File: config.mk
export PLATFORM = sky130hd
export DESIGN_NAME = source_aux_link_training
export DESIGN_NICKNAME = d
export VERILOG_FILES = /design/src/hw/sideband_pkg.sv /design/src/hw/source_aux_link_training.sv
export VERILOG_INCLUDE_DIRS = /design/src /design/src/hw
export SDC_FILE = /design/constraint.sdc
export NUM_CORES = 1
export LEC_CHECK = 0
export BUFFER_PORTS_ARGS = -buffer_cell sky130_fd_sc_hd__buf_2
export CAP_MARGIN = 20
export CORE_MARGIN = 4
export CORE_UTILIZATION = 24
export CTS_CLUSTER_SIZE = 14
export DETAILED_ROUTE_END_ITERATION = 12
export HOLD_SLACK_MARGIN = 0.12
export PLACE_DENSITY = 0.5
export SLEW_MARGIN = 20
export SYNTH_ARGS = -nofsm -noshare
export SYNTH_HDL_FRONTEND = slang
export SYNTH_SLANG_ARGS = --single-unit
export TNS_END_PERCENT = 1
File: constraint.sdc
create_clock -name clk -period 3.75 [get_ports clk]
set_clock_uncertainty 0.15 [all_clocks]
set_input_delay 0 -clock clk [delete_from_list [all_inputs] [get_ports clk]]
set_output_delay 0 -clock clk [all_outputs]
set_load 0.03 [all_outputs]
File: src/hw/source_aux_link_training_map.svh
// Purpose: offsets, reset values and timing counts of the sideband and training block
// Assumes: 250 MHz register clock, 1 MHz sideband sample rate
// Notes: byte addresses on the AXI4-Lite port
// Functional notes
// - Mask value zero leaves hot plug connect, disconnect and pulse events unmasked.
// - Training mode blocks the functional datapath and drives the chosen pattern.
// - Pattern select: 1 clock recovery, 2 symbol lock and alignment, 0 normal.
// - Scrambler disable 1 bypasses scrambling, 0 restores it.
// - At highest link rate the third pattern replaces the second.
// - With video enabled the scrambler reinitialises every 512th blanking start.
// - Writing one to scrambler reset forces an immediate reinitialisation.
// - Register clock divided by the divisor gives the 1 MHz sample tick.
// - A command write launches a request with loaded address and data.
// - Command 0x08 sends the write FIFO bytes to the programmed address.
// - Reply received and reply timeout are flagged in the status register.
// - Reply code holds the sink response, zero meaning acknowledged.
// - A read command write carries both command and byte count.
// - Reply data is one address over a 16 byte FIFO, read pops.
// - Command register at 0x100, bit 12 selects address-only or write status.
`ifndef SOURCE_AUX_LINK_TRAINING_MAP_SVH
`define SOURCE_AUX_LINK_TRAINING_MAP_SVH
`define OFS_LINK_RATE 12'h000
`define OFS_TRAIN_PATTERN 12'h00c
`define OFS_SCRAMBLE_OFF 12'h014
`define OFS_LINK_OUT_EN 12'h080
`define OFS_STREAM_EN 12'h084
`define OFS_SCR_RESET 12'h0c0
`define OFS_SB_COMMAND 12'h100
`define OFS_SB_WFIFO 12'h104
`define OFS_SB_ADDRESS 12'h108
`define OFS_SB_DIVISOR 12'h10c
`define OFS_SB_STATE 12'h130
`define OFS_SB_RDATA 12'h134
`define OFS_SB_RCODE 12'h138
`define OFS_EVT_STATUS 12'h140
`define OFS_EVT_MASK 12'h144
`define RST_DIVISOR 8'hfa
`define RST_MASK 5'h1f
`define CMD_ADDR_ONLY_BIT 12
`define LINK_RATE_TOP 8'h14
`define BS_PERIOD 10'h200
`define CLK_MHZ 250
`define SB_RATE_MHZ 1
`define SB_TIMEOUT_US 400
`define SB_TIMEOUT_TICKS (`SB_TIMEOUT_US * `SB_RATE_MHZ)
`define HPD_PULSE_MAX_US 2000
`define HPD_PULSE_TICKS (`HPD_PULSE_MAX_US * `SB_RATE_MHZ)
`define FIFO_DEPTH 16
`endif

File: src/hw/sideband_pkg.sv
// Purpose: types of the sideband and training block
// Assumes: nothing
// Notes: one-hot request engine states
package sideband_pkg;
  typedef enum logic [3:0] {
    SB_IDLE = 4'b0001,
    SB_SEND = 4'b0010,
    SB_WAIT = 4'b0100,
    SB_RECV = 4'b1000
  } sb_state_t;
  typedef logic [7:0] byte_t;
endpackage

File: src/hw/source_aux_link_training.sv
// Purpose: sideband request engine, hot plug events and training controls
// Assumes: AXI4-Lite slave on clk, line coding of the sideband kept simple
// Notes: each data bit is two half-bit ticks, bit then its complement
`timescale 1ns/100ps
`include "source_aux_link_training_map.svh"
module source_aux_link_training import sideband_pkg::*; (
  input wire logic clk,
  input wire logic rst,
  input wire logic [11:0] s_axi_awaddr,
  input wire logic s_axi_awvalid,
  output logic s_axi_awready,
  input wire logic [31:0] s_axi_wdata,
  input wire logic [3:0] s_axi_wstrb,
  input wire logic s_axi_wvalid,
  output logic s_axi_wready,
  output logic [1:0] s_axi_bresp,
  output logic s_axi_bvalid,
  input wire logic s_axi_bready,
  input wire logic [11:0] s_axi_araddr,
  input wire logic s_axi_arvalid,
  output logic s_axi_arready,
  output logic [31:0] s_axi_rdata,
  output logic [1:0] s_axi_rresp,
  output logic s_axi_rvalid,
  input wire logic s_axi_rready,
  input wire logic auxIn,
  output logic auxOut,
  output logic auxOe,
  input wire logic hpdIn,
  input wire logic blankStart,
  output logic linkOutEnable,
  output logic [1:0] lanePattern,
  output logic datapathBlocked,
  output logic scramblerBypass,
  output logic scramblerReinit,
  output logic streamEnable,
  output logic eventPending
);
  function automatic logic [31:0] merge(input logic [31:0] old, input logic [31:0] nw,
                                        input logic [3:0] strb);
    logic [31:0] m;
    m = {{8{strb[3]}}, {8{strb[2]}}, {8{strb[1]}}, {8{strb[0]}}};
    merge = (old & ~m) | (nw & m);
  endfunction
  function automatic logic isOfs(input logic [11:0] a, input logic [11:0] o);
    isOfs = (a[11:2] == o[11:2]);
  endfunction
  logic awready_q, bvalid_q, arready_q, rvalid_q;
  logic [1:0] bresp_q, rresp_q;
  logic [31:0] rdata_q;
  logic [7:0] linkRate_q, divisor_q;
  logic [1:0] pattern_q;
  logic scrOff_q, outEn_q, streamEn_q, scrReinit_q, pending_q;
  logic [19:0] sbAddr_q;
  logic [12:0] cmd_q;
  logic [4:0] status_q, mask_q;
  logic [3:0] replyCode_q;
  byte_t wMem [`FIFO_DEPTH];
  byte_t rMem [`FIFO_DEPTH];
  logic [4:0] wCnt_q, rCnt_q;
  logic [3:0] rWr_q, rRd_q;
  sb_state_t state_q;
  logic [7:0] divCnt_q, shift_q;
  logic [3:0] half_q;
  logic [4:0] byteIdx_q;
  logic [8:0] waitCnt_q;
  logic auxOut_q, auxOe_q, sbTick_q;
  logic [2:0] auxSync_q, hpdSync_q;
  logic auxLvl_q, hpdLvl_q, hpdPrev_q;
  logic [11:0] lowCnt_q;
  logic [9:0] bsCnt_q;
  wire wrTake = awready_q & s_axi_awvalid & s_axi_wvalid;
  wire rdTake = arready_q & s_axi_arvalid;
  wire [11:0] wa = s_axi_awaddr;
  wire [11:0] ra = s_axi_araddr;
  wire busy = ~state_q[0];
  wire wrCmd = wrTake & isOfs(wa, `OFS_SB_COMMAND) & ~busy;
  wire wrPush = wrTake & isOfs(wa, `OFS_SB_WFIFO) & ~busy & (wCnt_q < 5'd16);
  wire rdPop = rdTake & isOfs(ra, `OFS_SB_RDATA) & (rCnt_q != 5'd0);
  wire rdStatus = rdTake & isOfs(ra, `OFS_EVT_STATUS);
  wire wrScr = wrTake & isOfs(wa, `OFS_SCR_RESET) & s_axi_wstrb[0] & s_axi_wdata[0];
  wire wrMapped = isOfs(wa, `OFS_LINK_RATE) | isOfs(wa, `OFS_TRAIN_PATTERN)
    | isOfs(wa, `OFS_SCRAMBLE_OFF) | isOfs(wa, `OFS_LINK_OUT_EN) | isOfs(wa, `OFS_STREAM_EN)
    | isOfs(wa, `OFS_SCR_RESET) | isOfs(wa, `OFS_SB_COMMAND) | isOfs(wa, `OFS_SB_WFIFO)
    | isOfs(wa, `OFS_SB_ADDRESS) | isOfs(wa, `OFS_SB_DIVISOR) | isOfs(wa, `OFS_EVT_MASK);
  wire [31:0] wMerged = merge(32'h0, s_axi_wdata, s_axi_wstrb);
  wire [31:0] addrMerged = merge({12'h0, sbAddr_q}, s_axi_wdata, s_axi_wstrb);
  // Command decode: bit 12 strips the length byte, bit 8 marks a read
  wire addrOnly = cmd_q[`CMD_ADDR_ONLY_BIT];
  wire isRead = cmd_q[8];
  wire [4:0] sendBytes = addrOnly ? 5'd3 : (isRead ? 5'd4 : 5'd4 + wCnt_q);
  wire [4:0] recvBytes = (isRead & ~addrOnly) ? 5'd2 + {1'b0, cmd_q[3:0]} : 5'd1;
  wire [4:0] dataIdx = byteIdx_q - 5'd4;
  wire [7:0] lenByte = isRead ? {4'h0, cmd_q[3:0]} : {3'h0, wCnt_q - 5'd1};
  wire [7:0] curByte = (byteIdx_q == 5'd0) ? {cmd_q[11:8], sbAddr_q[19:16]} :
                       (byteIdx_q == 5'd1) ? sbAddr_q[15:8] :
                       (byteIdx_q == 5'd2) ? sbAddr_q[7:0] :
                       (byteIdx_q == 5'd3) ? lenByte : wMem[dataIdx[3:0]];
  wire txBit = curByte[3'd7 - half_q[3:1]] ^ half_q[0];
  wire lastHalf = (half_q == 4'hf);
  wire timedOut = sbTick_q & (waitCnt_q == 9'(`SB_TIMEOUT_TICKS - 1));
  wire rxDone = sbTick_q & lastHalf & (byteIdx_q + 5'd1 == recvBytes);
  // Hot plug events: short low is a pulse, long low a disconnect
  wire hpdRise = hpdLvl_q & ~hpdPrev_q;
  wire hpdShort = lowCnt_q < 12'(`HPD_PULSE_TICKS);
  wire evConnect = hpdRise & ~hpdShort;
  wire evPulse = hpdRise & hpdShort;
  wire evDisconnect = ~hpdLvl_q & sbTick_q & (lowCnt_q == 12'(`HPD_PULSE_TICKS - 1));
  wire evReply = (state_q == SB_RECV) & rxDone & ~timedOut;
  wire evTimeout = (state_q != SB_IDLE) & (state_q != SB_SEND) & timedOut;
  wire [4:0] evSet = {evTimeout, evReply, evPulse, evDisconnect, evConnect};
  wire [4:0] statusD = (status_q & ~(rdStatus ? status_q : 5'h0)) | evSet;
  wire bsWrap = streamEn_q & blankStart & (bsCnt_q == `BS_PERIOD - 10'd1);
  wire topRate = (linkRate_q == `LINK_RATE_TOP);
  wire [31:0] rdMux =
    isOfs(ra, `OFS_LINK_RATE) ? {24'h0, linkRate_q} :
    isOfs(ra, `OFS_TRAIN_PATTERN) ? {30'h0, pattern_q} :
    isOfs(ra, `OFS_SCRAMBLE_OFF) ? {31'h0, scrOff_q} :
    isOfs(ra, `OFS_LINK_OUT_EN) ? {31'h0, outEn_q} :
    isOfs(ra, `OFS_STREAM_EN) ? {31'h0, streamEn_q} :
    isOfs(ra, `OFS_SB_COMMAND) ? {19'h0, cmd_q} :
    isOfs(ra, `OFS_SB_ADDRESS) ? {12'h0, sbAddr_q} :
    isOfs(ra, `OFS_SB_DIVISOR) ? {24'h0, divisor_q} :
    isOfs(ra, `OFS_SB_STATE) ? {24'h0, rCnt_q, hpdLvl_q, wCnt_q == 5'h0, busy} :
    isOfs(ra, `OFS_SB_RDATA) ? {24'h0, rMem[rRd_q]} :
    isOfs(ra, `OFS_SB_RCODE) ? {28'h0, replyCode_q} :
    isOfs(ra, `OFS_EVT_STATUS) ? {27'h0, status_q} :
    isOfs(ra, `OFS_EVT_MASK) ? {27'h0, mask_q} : 32'h0;
  wire rdMapped = isOfs(ra, `OFS_LINK_RATE) | isOfs(ra, `OFS_TRAIN_PATTERN)
    | isOfs(ra, `OFS_SCRAMBLE_OFF) | isOfs(ra, `OFS_LINK_OUT_EN) | isOfs(ra, `OFS_STREAM_EN)
    | isOfs(ra, `OFS_SB_COMMAND) | isOfs(ra, `OFS_SB_ADDRESS) | isOfs(ra, `OFS_SB_DIVISOR)
    | isOfs(ra, `OFS_SB_STATE) | isOfs(ra, `OFS_SB_RDATA) | isOfs(ra, `OFS_SB_RCODE)
    | isOfs(ra, `OFS_EVT_STATUS) | isOfs(ra, `OFS_EVT_MASK);
  // Bus handshake: one write and one read at a time, answer in the cycle after the take
  always_ff @(posedge clk) begin
    if (rst) begin
      awready_q <= 1'b0;
      bvalid_q <= 1'b0;
      bresp_q <= 2'h0;
      arready_q <= 1'b0;
      rvalid_q <= 1'b0;
      rresp_q <= 2'h0;
      rdata_q <= 32'h0;
    end else begin
      awready_q <= s_axi_awvalid & s_axi_wvalid & ~bvalid_q & ~awready_q;
      if (wrTake) begin
        bvalid_q <= 1'b1;
        bresp_q <= wrMapped ? 2'h0 : 2'h2;
      end else if (s_axi_bready) begin
        bvalid_q <= 1'b0;
      end
      arready_q <= s_axi_arvalid & ~rvalid_q & ~arready_q;
      if (rdTake) begin
        rvalid_q <= 1'b1;
        rresp_q <= rdMapped ? 2'h0 : 2'h2;
        rdata_q <= rdMux;
      end else if (s_axi_rready) begin
        rvalid_q <= 1'b0;
      end
    end
  end
  // Control registers
  always_ff @(posedge clk) begin
    if (rst) begin
      linkRate_q <= 8'h0;
      pattern_q <= 2'h0;
      scrOff_q <= 1'b0;
      outEn_q <= 1'b0;
      streamEn_q <= 1'b0;
      sbAddr_q <= 20'h0;
      divisor_q <= `RST_DIVISOR;
      mask_q <= `RST_MASK;
      status_q <= 5'h0;
      pending_q <= 1'b0;
    end else begin
      if (wrTake & ~busy) begin
        if (isOfs(wa, `OFS_LINK_RATE) & s_axi_wstrb[0]) linkRate_q <= wMerged[7:0];
        if (isOfs(wa, `OFS_TRAIN_PATTERN) & s_axi_wstrb[0]) pattern_q <= wMerged[1:0];
        if (isOfs(wa, `OFS_SCRAMBLE_OFF) & s_axi_wstrb[0]) scrOff_q <= wMerged[0];
        if (isOfs(wa, `OFS_LINK_OUT_EN) & s_axi_wstrb[0]) outEn_q <= wMerged[0];
        if (isOfs(wa, `OFS_STREAM_EN) & s_axi_wstrb[0]) streamEn_q <= wMerged[0];
        if (isOfs(wa, `OFS_SB_ADDRESS)) sbAddr_q <= addrMerged[19:0];
        if (isOfs(wa, `OFS_SB_DIVISOR) & s_axi_wstrb[0]) divisor_q <= wMerged[7:0];
        if (isOfs(wa, `OFS_EVT_MASK) & s_axi_wstrb[0]) mask_q <= wMerged[4:0];
      end
      status_q <= statusD;
      pending_q <= |(status_q & ~mask_q);
    end
  end
  // Training: pattern 2 becomes pattern 3 at the top rate
  always_ff @(posedge clk) begin
    if (rst) begin
      lanePattern <= 2'h0;
      datapathBlocked <= 1'b0;
      bsCnt_q <= 10'h0;
      scrReinit_q <= 1'b0;
    end else begin
      lanePattern <= (pattern_q == 2'h2 && topRate) ? 2'h3 : pattern_q;
      datapathBlocked <= (pattern_q != 2'h0);
      if (!streamEn_q) bsCnt_q <= 10'h0;
      else if (blankStart) bsCnt_q <= bsWrap ? 10'h0 : bsCnt_q + 10'd1;
      scrReinit_q <= wrScr | bsWrap;
    end
  end
  // Sample tick divider
  always_ff @(posedge clk) begin
    if (rst) begin
      divCnt_q <= 8'h0;
      sbTick_q <= 1'b0;
    end else begin
      sbTick_q <= (divCnt_q + 8'd1 >= divisor_q);
      divCnt_q <= (divCnt_q + 8'd1 >= divisor_q) ? 8'h0 : divCnt_q + 8'd1;
    end
  end
  // Pin synchronisers; level moves once stages two and three agree
  always_ff @(posedge clk) begin
    if (rst) begin
      auxSync_q <= 3'h0;
      hpdSync_q <= 3'h0;
      auxLvl_q <= 1'b0;
      hpdLvl_q <= 1'b0;
      hpdPrev_q <= 1'b0;
      lowCnt_q <= 12'h0;
    end else begin
      auxSync_q <= {auxSync_q[1:0], auxIn};
      hpdSync_q <= {hpdSync_q[1:0], hpdIn};
      if (auxSync_q[1] == auxSync_q[2]) auxLvl_q <= auxSync_q[2];
      if (hpdSync_q[1] == hpdSync_q[2]) hpdLvl_q <= hpdSync_q[2];
      hpdPrev_q <= hpdLvl_q;
      if (hpdLvl_q) lowCnt_q <= 12'h0;
      else if (sbTick_q && lowCnt_q != 12'hfff) lowCnt_q <= lowCnt_q + 12'd1;
    end
  end
  // Request engine
  always_ff @(posedge clk) begin
    if (rst) begin
      state_q <= SB_IDLE;
      cmd_q <= 13'h0;
      half_q <= 4'h0;
      byteIdx_q <= 5'h0;
      shift_q <= 8'h0;
      waitCnt_q <= 9'h0;
      auxOut_q <= 1'b0;
      auxOe_q <= 1'b0;
      replyCode_q <= 4'h0;
      wCnt_q <= 5'h0;
      rCnt_q <= 5'h0;
      rWr_q <= 4'h0;
      rRd_q <= 4'h0;
    end else begin
      if (wrPush) begin
        wMem[wCnt_q[3:0]] <= s_axi_wdata[7:0];
        wCnt_q <= wCnt_q + 5'd1;
      end
      if (rdPop) begin
        rRd_q <= rRd_q + 4'd1;
        rCnt_q <= rCnt_q - 5'd1;
      end
      unique case (state_q)
        SB_IDLE: begin
          if (wrCmd) begin
            cmd_q <= wMerged[12:0];
            state_q <= SB_SEND;
            half_q <= 4'h0;
            byteIdx_q <= 5'h0;
            rCnt_q <= 5'h0;
            rWr_q <= 4'h0;
            rRd_q <= 4'h0;
          end
        end
        SB_SEND: begin
          if (sbTick_q) begin
            auxOe_q <= 1'b1;
            auxOut_q <= txBit;
            half_q <= half_q + 4'd1;
            if (lastHalf) begin
              byteIdx_q <= byteIdx_q + 5'd1;
              if (byteIdx_q + 5'd1 == sendBytes) begin
                state_q <= SB_WAIT;
                waitCnt_q <= 9'h0;
                wCnt_q <= 5'h0;
              end
            end
          end
        end
        SB_WAIT: begin
          if (sbTick_q) begin
            auxOe_q <= 1'b0;
            auxOut_q <= 1'b0;
            waitCnt_q <= waitCnt_q + 9'd1;
            if (timedOut) state_q <= SB_IDLE;
            else if (auxLvl_q && !auxOe_q) begin
              state_q <= SB_RECV;
              half_q <= 4'h0;
              byteIdx_q <= 5'h0;
            end
          end
        end
        SB_RECV: begin
          if (sbTick_q) begin
            waitCnt_q <= waitCnt_q + 9'd1;
            half_q <= half_q + 4'd1;
            // Only the first half of each bit carries data
            if (!half_q[0]) shift_q <= {shift_q[6:0], auxLvl_q};
            if (lastHalf) begin
              byteIdx_q <= byteIdx_q + 5'd1;
              if (byteIdx_q == 5'd0) replyCode_q <= shift_q[7:4];
              else if (rCnt_q < 5'd16) begin
                rMem[rWr_q] <= shift_q;
                rWr_q <= rWr_q + 4'd1;
                rCnt_q <= rCnt_q + 5'd1 - {4'h0, rdPop};
              end
            end
            if (rxDone || timedOut) state_q <= SB_IDLE;
          end
        end
      endcase
    end
  end
  assign s_axi_awready = awready_q;
  assign s_axi_wready = awready_q;
  assign s_axi_bvalid = bvalid_q;
  assign s_axi_bresp = bresp_q;
  assign s_axi_arready = arready_q;
  assign s_axi_rvalid = rvalid_q;
  assign s_axi_rresp = rresp_q;
  assign s_axi_rdata = rdata_q;
  assign auxOut = auxOut_q;
  assign auxOe = auxOe_q;
  assign linkOutEnable = outEn_q;
  assign scramblerBypass = scrOff_q;
  assign scramblerReinit = scrReinit_q;
  assign streamEnable = streamEn_q;
  assign eventPending = pending_q;
endmodule

==> results.md <==
- # nets final: 1986
- Row cnt: 105
- GR Overflow Total: 0
- Number of fill cells: 8347
- Vias: 14230
- Post-synth EDFFs: 256
- Num CTS Buffers: 50
- # DRC: 0
- Final hold viol count: 0
- Detail Route Antenna Nets: 0
- YS warnings: 0
- Post-synthesis cell count: 1663
- Die H: 296.6 um
- Met2 usage: 22.38%
- WP data required: 4.12 ns
- R2R Setup Slk: 0.21 ns
- Achievable clock frequency: 0.2734 GHz
- Data arrival, critical path: 4.03 ns
- Most used DFF post-synth: edfxtp_1
- Post-Route WL: 59.18 mm
- Multi-input logic area: 7890 um^2
- Reg-to-reg critical path startpoint: state_q[0]
- Vias/cell: 4.761
- GR met3 Demand/Resource: 2.210%
- Status: completed
- Initial antenna violation count: 6
- Routed WL per cell: 19.80 um
- Post-CTS setup buffer count: 0
- Reg clk slew, reported paths: 0.06 ns
- Initial Utilization: 24.27%
- Non-Filler Instances: 2989
- Worst Hold Class: input pin to flip-flop
- Most area-consuming cells after synthesis: edfxtp_1 (38%), dfxtp_1 (19%), mux4_2 (6.2%)
- PwrDens: 437.9 nW/um^2
- Largest net degree at the start of global routing: 108
- Top-area cell type share of the netlist area: 38.45%
- DIE AREA: 87990 um^2
- Final core occ: 29.85%
- Max-cap violations: 0
- Min-Delay Path Depth: 4
- Worst rel slew slack: 49.76%
- Root buffer cell: clkbuf_16
- Routability Congestion: 0.8773
- RSZ-0062 raised after global routing: false
- Total GRT Usage: 13.18%
- TritonRoute pass-1 iters: 5
- Type of origin of the critical path: input pin
- Reg area: 11470 um^2
- Layout cell share with drive strength beyond 1: 15.87%
- Async set or reset register ratio after synthesis: 0%
- Placed cells: 2776
- Sink Count: 445
- Grt met1 use: 17.37%
- Worst-Margin Slew: 0.7473 ns
- Worst skew pair latency: 0.62 ns
- LEAKAGE: 8.677 nW
- Worst Hold Launch: s_axi_wdata[12]
- CTS tree: done
- First-pass GRT wire length: 87.99 mm
- Clock tree buffer depth: 3
- Tmin final: 3.658 ns
- Htree depth: 2
- Synth area leader: edfxtp_1
- Port bufs: 89
- Peak VDD IR: 0.3568 mV
- Post-detail-place hpwl: 40.94 mm
- FF-to-FF path depth: 9
- Crit. End Element: flip-flop
- Critical path type: input pin to flip-flop
- Die W: 296.6 um
- Cell variety after synth: 90
- Mapped Avg Cell Area: 12.02 um^2
- Post-route setup TNS: 0 ns
- Flop and latch count out of synthesis: 445
- Fin crit share: 97.54%
- CP Max Fanout: 3
- Sequential share of the synthesized area: 57.38%
- Most Crowded Layer GR: met2
- Placeable core area: 82370 um^2
- Fin. max-slew vios: 0
- Post-synthesis cell area: 19990 um^2
- Iter 0 DRT Violations: 1114
- IO Pins: 121
- Vias in the first global route: 14140
- Endpoints failing setup: 0
- Area Overhead vs Synth: 22.99%
-- layout make-up --
cell class | instances | area share, %
clock buffer | 60 | 5.496
clock inverter | 34 | 1.542
tap | 1070 | 5.445
sequential | 445 | 46.66
timing repair buffer | 249 | 8.050
multi-input combinational | 1083 | 32.09
antenna | 3 | 0.03053
inverter | 45 | 0.6870
-- cell usage in the layout (no fill, tap or decap), types with 11 or more instances in the layout --
master,Yosys,layout
mux4_2,55,55
clkbuf_16,0,52
inv_1,42,42
nand4_1,16,16
ha_1,42,42
o21ai_0,44,44
xnor2_1,20,20
mux2i_1,92,92
xor2_1,31,31
nor2_1,158,158
buf_2,15,88
edfxtp_1,256,256
nor2b_1,25,25
nor3b_1,19,19
nand2_1,107,107
and3_1,26,26
nor3_1,27,27
dfxtp_1,189,187
nand2b_1,18,18
conb_1,1,14
o211ai_1,11,11
a221oi_1,17,17
dlygate4sd3_1,0,115
nand3_1,73,73
and2_1,18,19
buf_4,21,42
a21oi_1,100,100
-- through the flow --
step,power [mW],worst slack [ns],hold WS (ns),area [um^2]
after floorplan,5.584,0.2111,-0.05113,20040
after global placement,5.744,0.5866,0.08487,21670
after detailed placement,5.751,0.5198,0.08289,21670
after CTS,10.92,0.05331,0.1281,24560
after global routing,11.17,0.03385,0.1759,24580
final,10.77,0.09238,0.1595,24590
-- cell usage after synthesis, types with 11 or more instances --
| cell | count |
|---|---|
| nand2_1 | 107 |
| and2_1 | 18 |
| xnor2_1 | 20 |
| edfxtp_1 | 256 |
| mux4_2 | 55 |
| clkbuf_1 | 55 |
| mux2i_1 | 92 |
| a221oi_1 | 17 |
| buf_2 | 15 |
| o21ai_0 | 44 |
| xor2_1 | 31 |
| nor2_1 | 158 |
| ha_1 | 42 |
| nor3b_1 | 19 |
| buf_4 | 21 |
| nand3_1 | 73 |
| and3_1 | 26 |
| nor3_1 | 27 |
| dfxtp_1 | 189 |
| nand2b_1 | 18 |
| inv_1 | 42 |
| a21oi_1 | 100 |
| nor2b_1 | 25 |
| nand4_1 | 16 |
| o211ai_1 | 11 |
| nor4_1 | 12 |
-- worst max-delay path, cell delays in order --
cell,delay (ns)
dlygate4sd3_1,0.53
buf_2,0.12
or3_1,0.36
nor4_4,0.21
dlygate4sd3_1,0.66
nand2_1,0.06
dlygate4sd3_1,0.59
nor3_1,0.20
dlygate4sd3_1,0.59
a211oi_1,0.05
dlygate4sd3_1,0.57
nor2_1,0.09
-- logic make-up (layout without fill, tap and decap cells) --
family | after synthesis | after routing | synth area share (%)
fa+ha+maj | 42 | 42 | 2.628
buf+inv | 148 | 388 | 3.555
mux | 153 | 153 | 11.14
xor+xnor | 52 | 52 | 2.347
compound gates | 262 | 262 | 8.543
other cells | 1 | 17 | 0.01876
flops | 445 | 445 | 57.38
simple gates | 560 | 560 | 14.39
-- per-layer routing --
| metal | share of wire [%] | up-vias |
|---|---|---|
| li1 | - | 6602 |
| met1 | 44 | 7121 |
| met2 | 48 | 421 |
| met3 | 5.4 | 86 |
| met4 | 2.7 | 0 |
| met5 | 0 | - |
-- worst max path at each step --
stage | from | to | slack [ns] | cells past startpoint
floorplan | byteIdx_q[0] | waitCnt_q[7] | 0.21 | 13
global placement | byteIdx_q[1] | waitCnt_q[5] | 0.59 | 10
detailed placement | byteIdx_q[1] | waitCnt_q[7] | 0.52 | 10
CTS | s_axi_awready | cmd_q[9] | 0.05 | 8
global route | s_axi_araddr[10] | s_axi_rdata[1] | 0.03 | 12
finish | s_axi_araddr[10] | s_axi_rdata[1] | 0.09 | 12
-- state kept, by name, indices dropped and copies added, names as in the netlist, 5 cells and up, named ones only --
name	cells
linkRate_q	8
wMem	128
rMem	128
byteIdx_q	5
waitCnt_q	9
mask_q	5
lowCnt_q	12
cmd_q	13
bsCnt_q	10
rCnt_q	5
divisor_q	8
shift_q	8
s_axi_rdata	20
wCnt_q	5
divCnt_q	8
status_q	5
-- repair_timing --
| item | in CTS | in global routing |
|---|---|---|
| hold buffers | 116 | 0 |
| endpoints found under the hold margin | 290 | 0 |
| setup endpoints to repair | 0 | 7 |
| gates resized for setup | 0 | 4 |
-- report_power, final --
part / total, mW / switching (mW) / internal (mW)
combinational: 0.520 / 0.324 / 0.196
sequential: 5.20 / 0.0403 / 5.16
clock: 5.05 / 2.15 / 2.90
No activity file was read; power rests on OpenSTA's default activity.
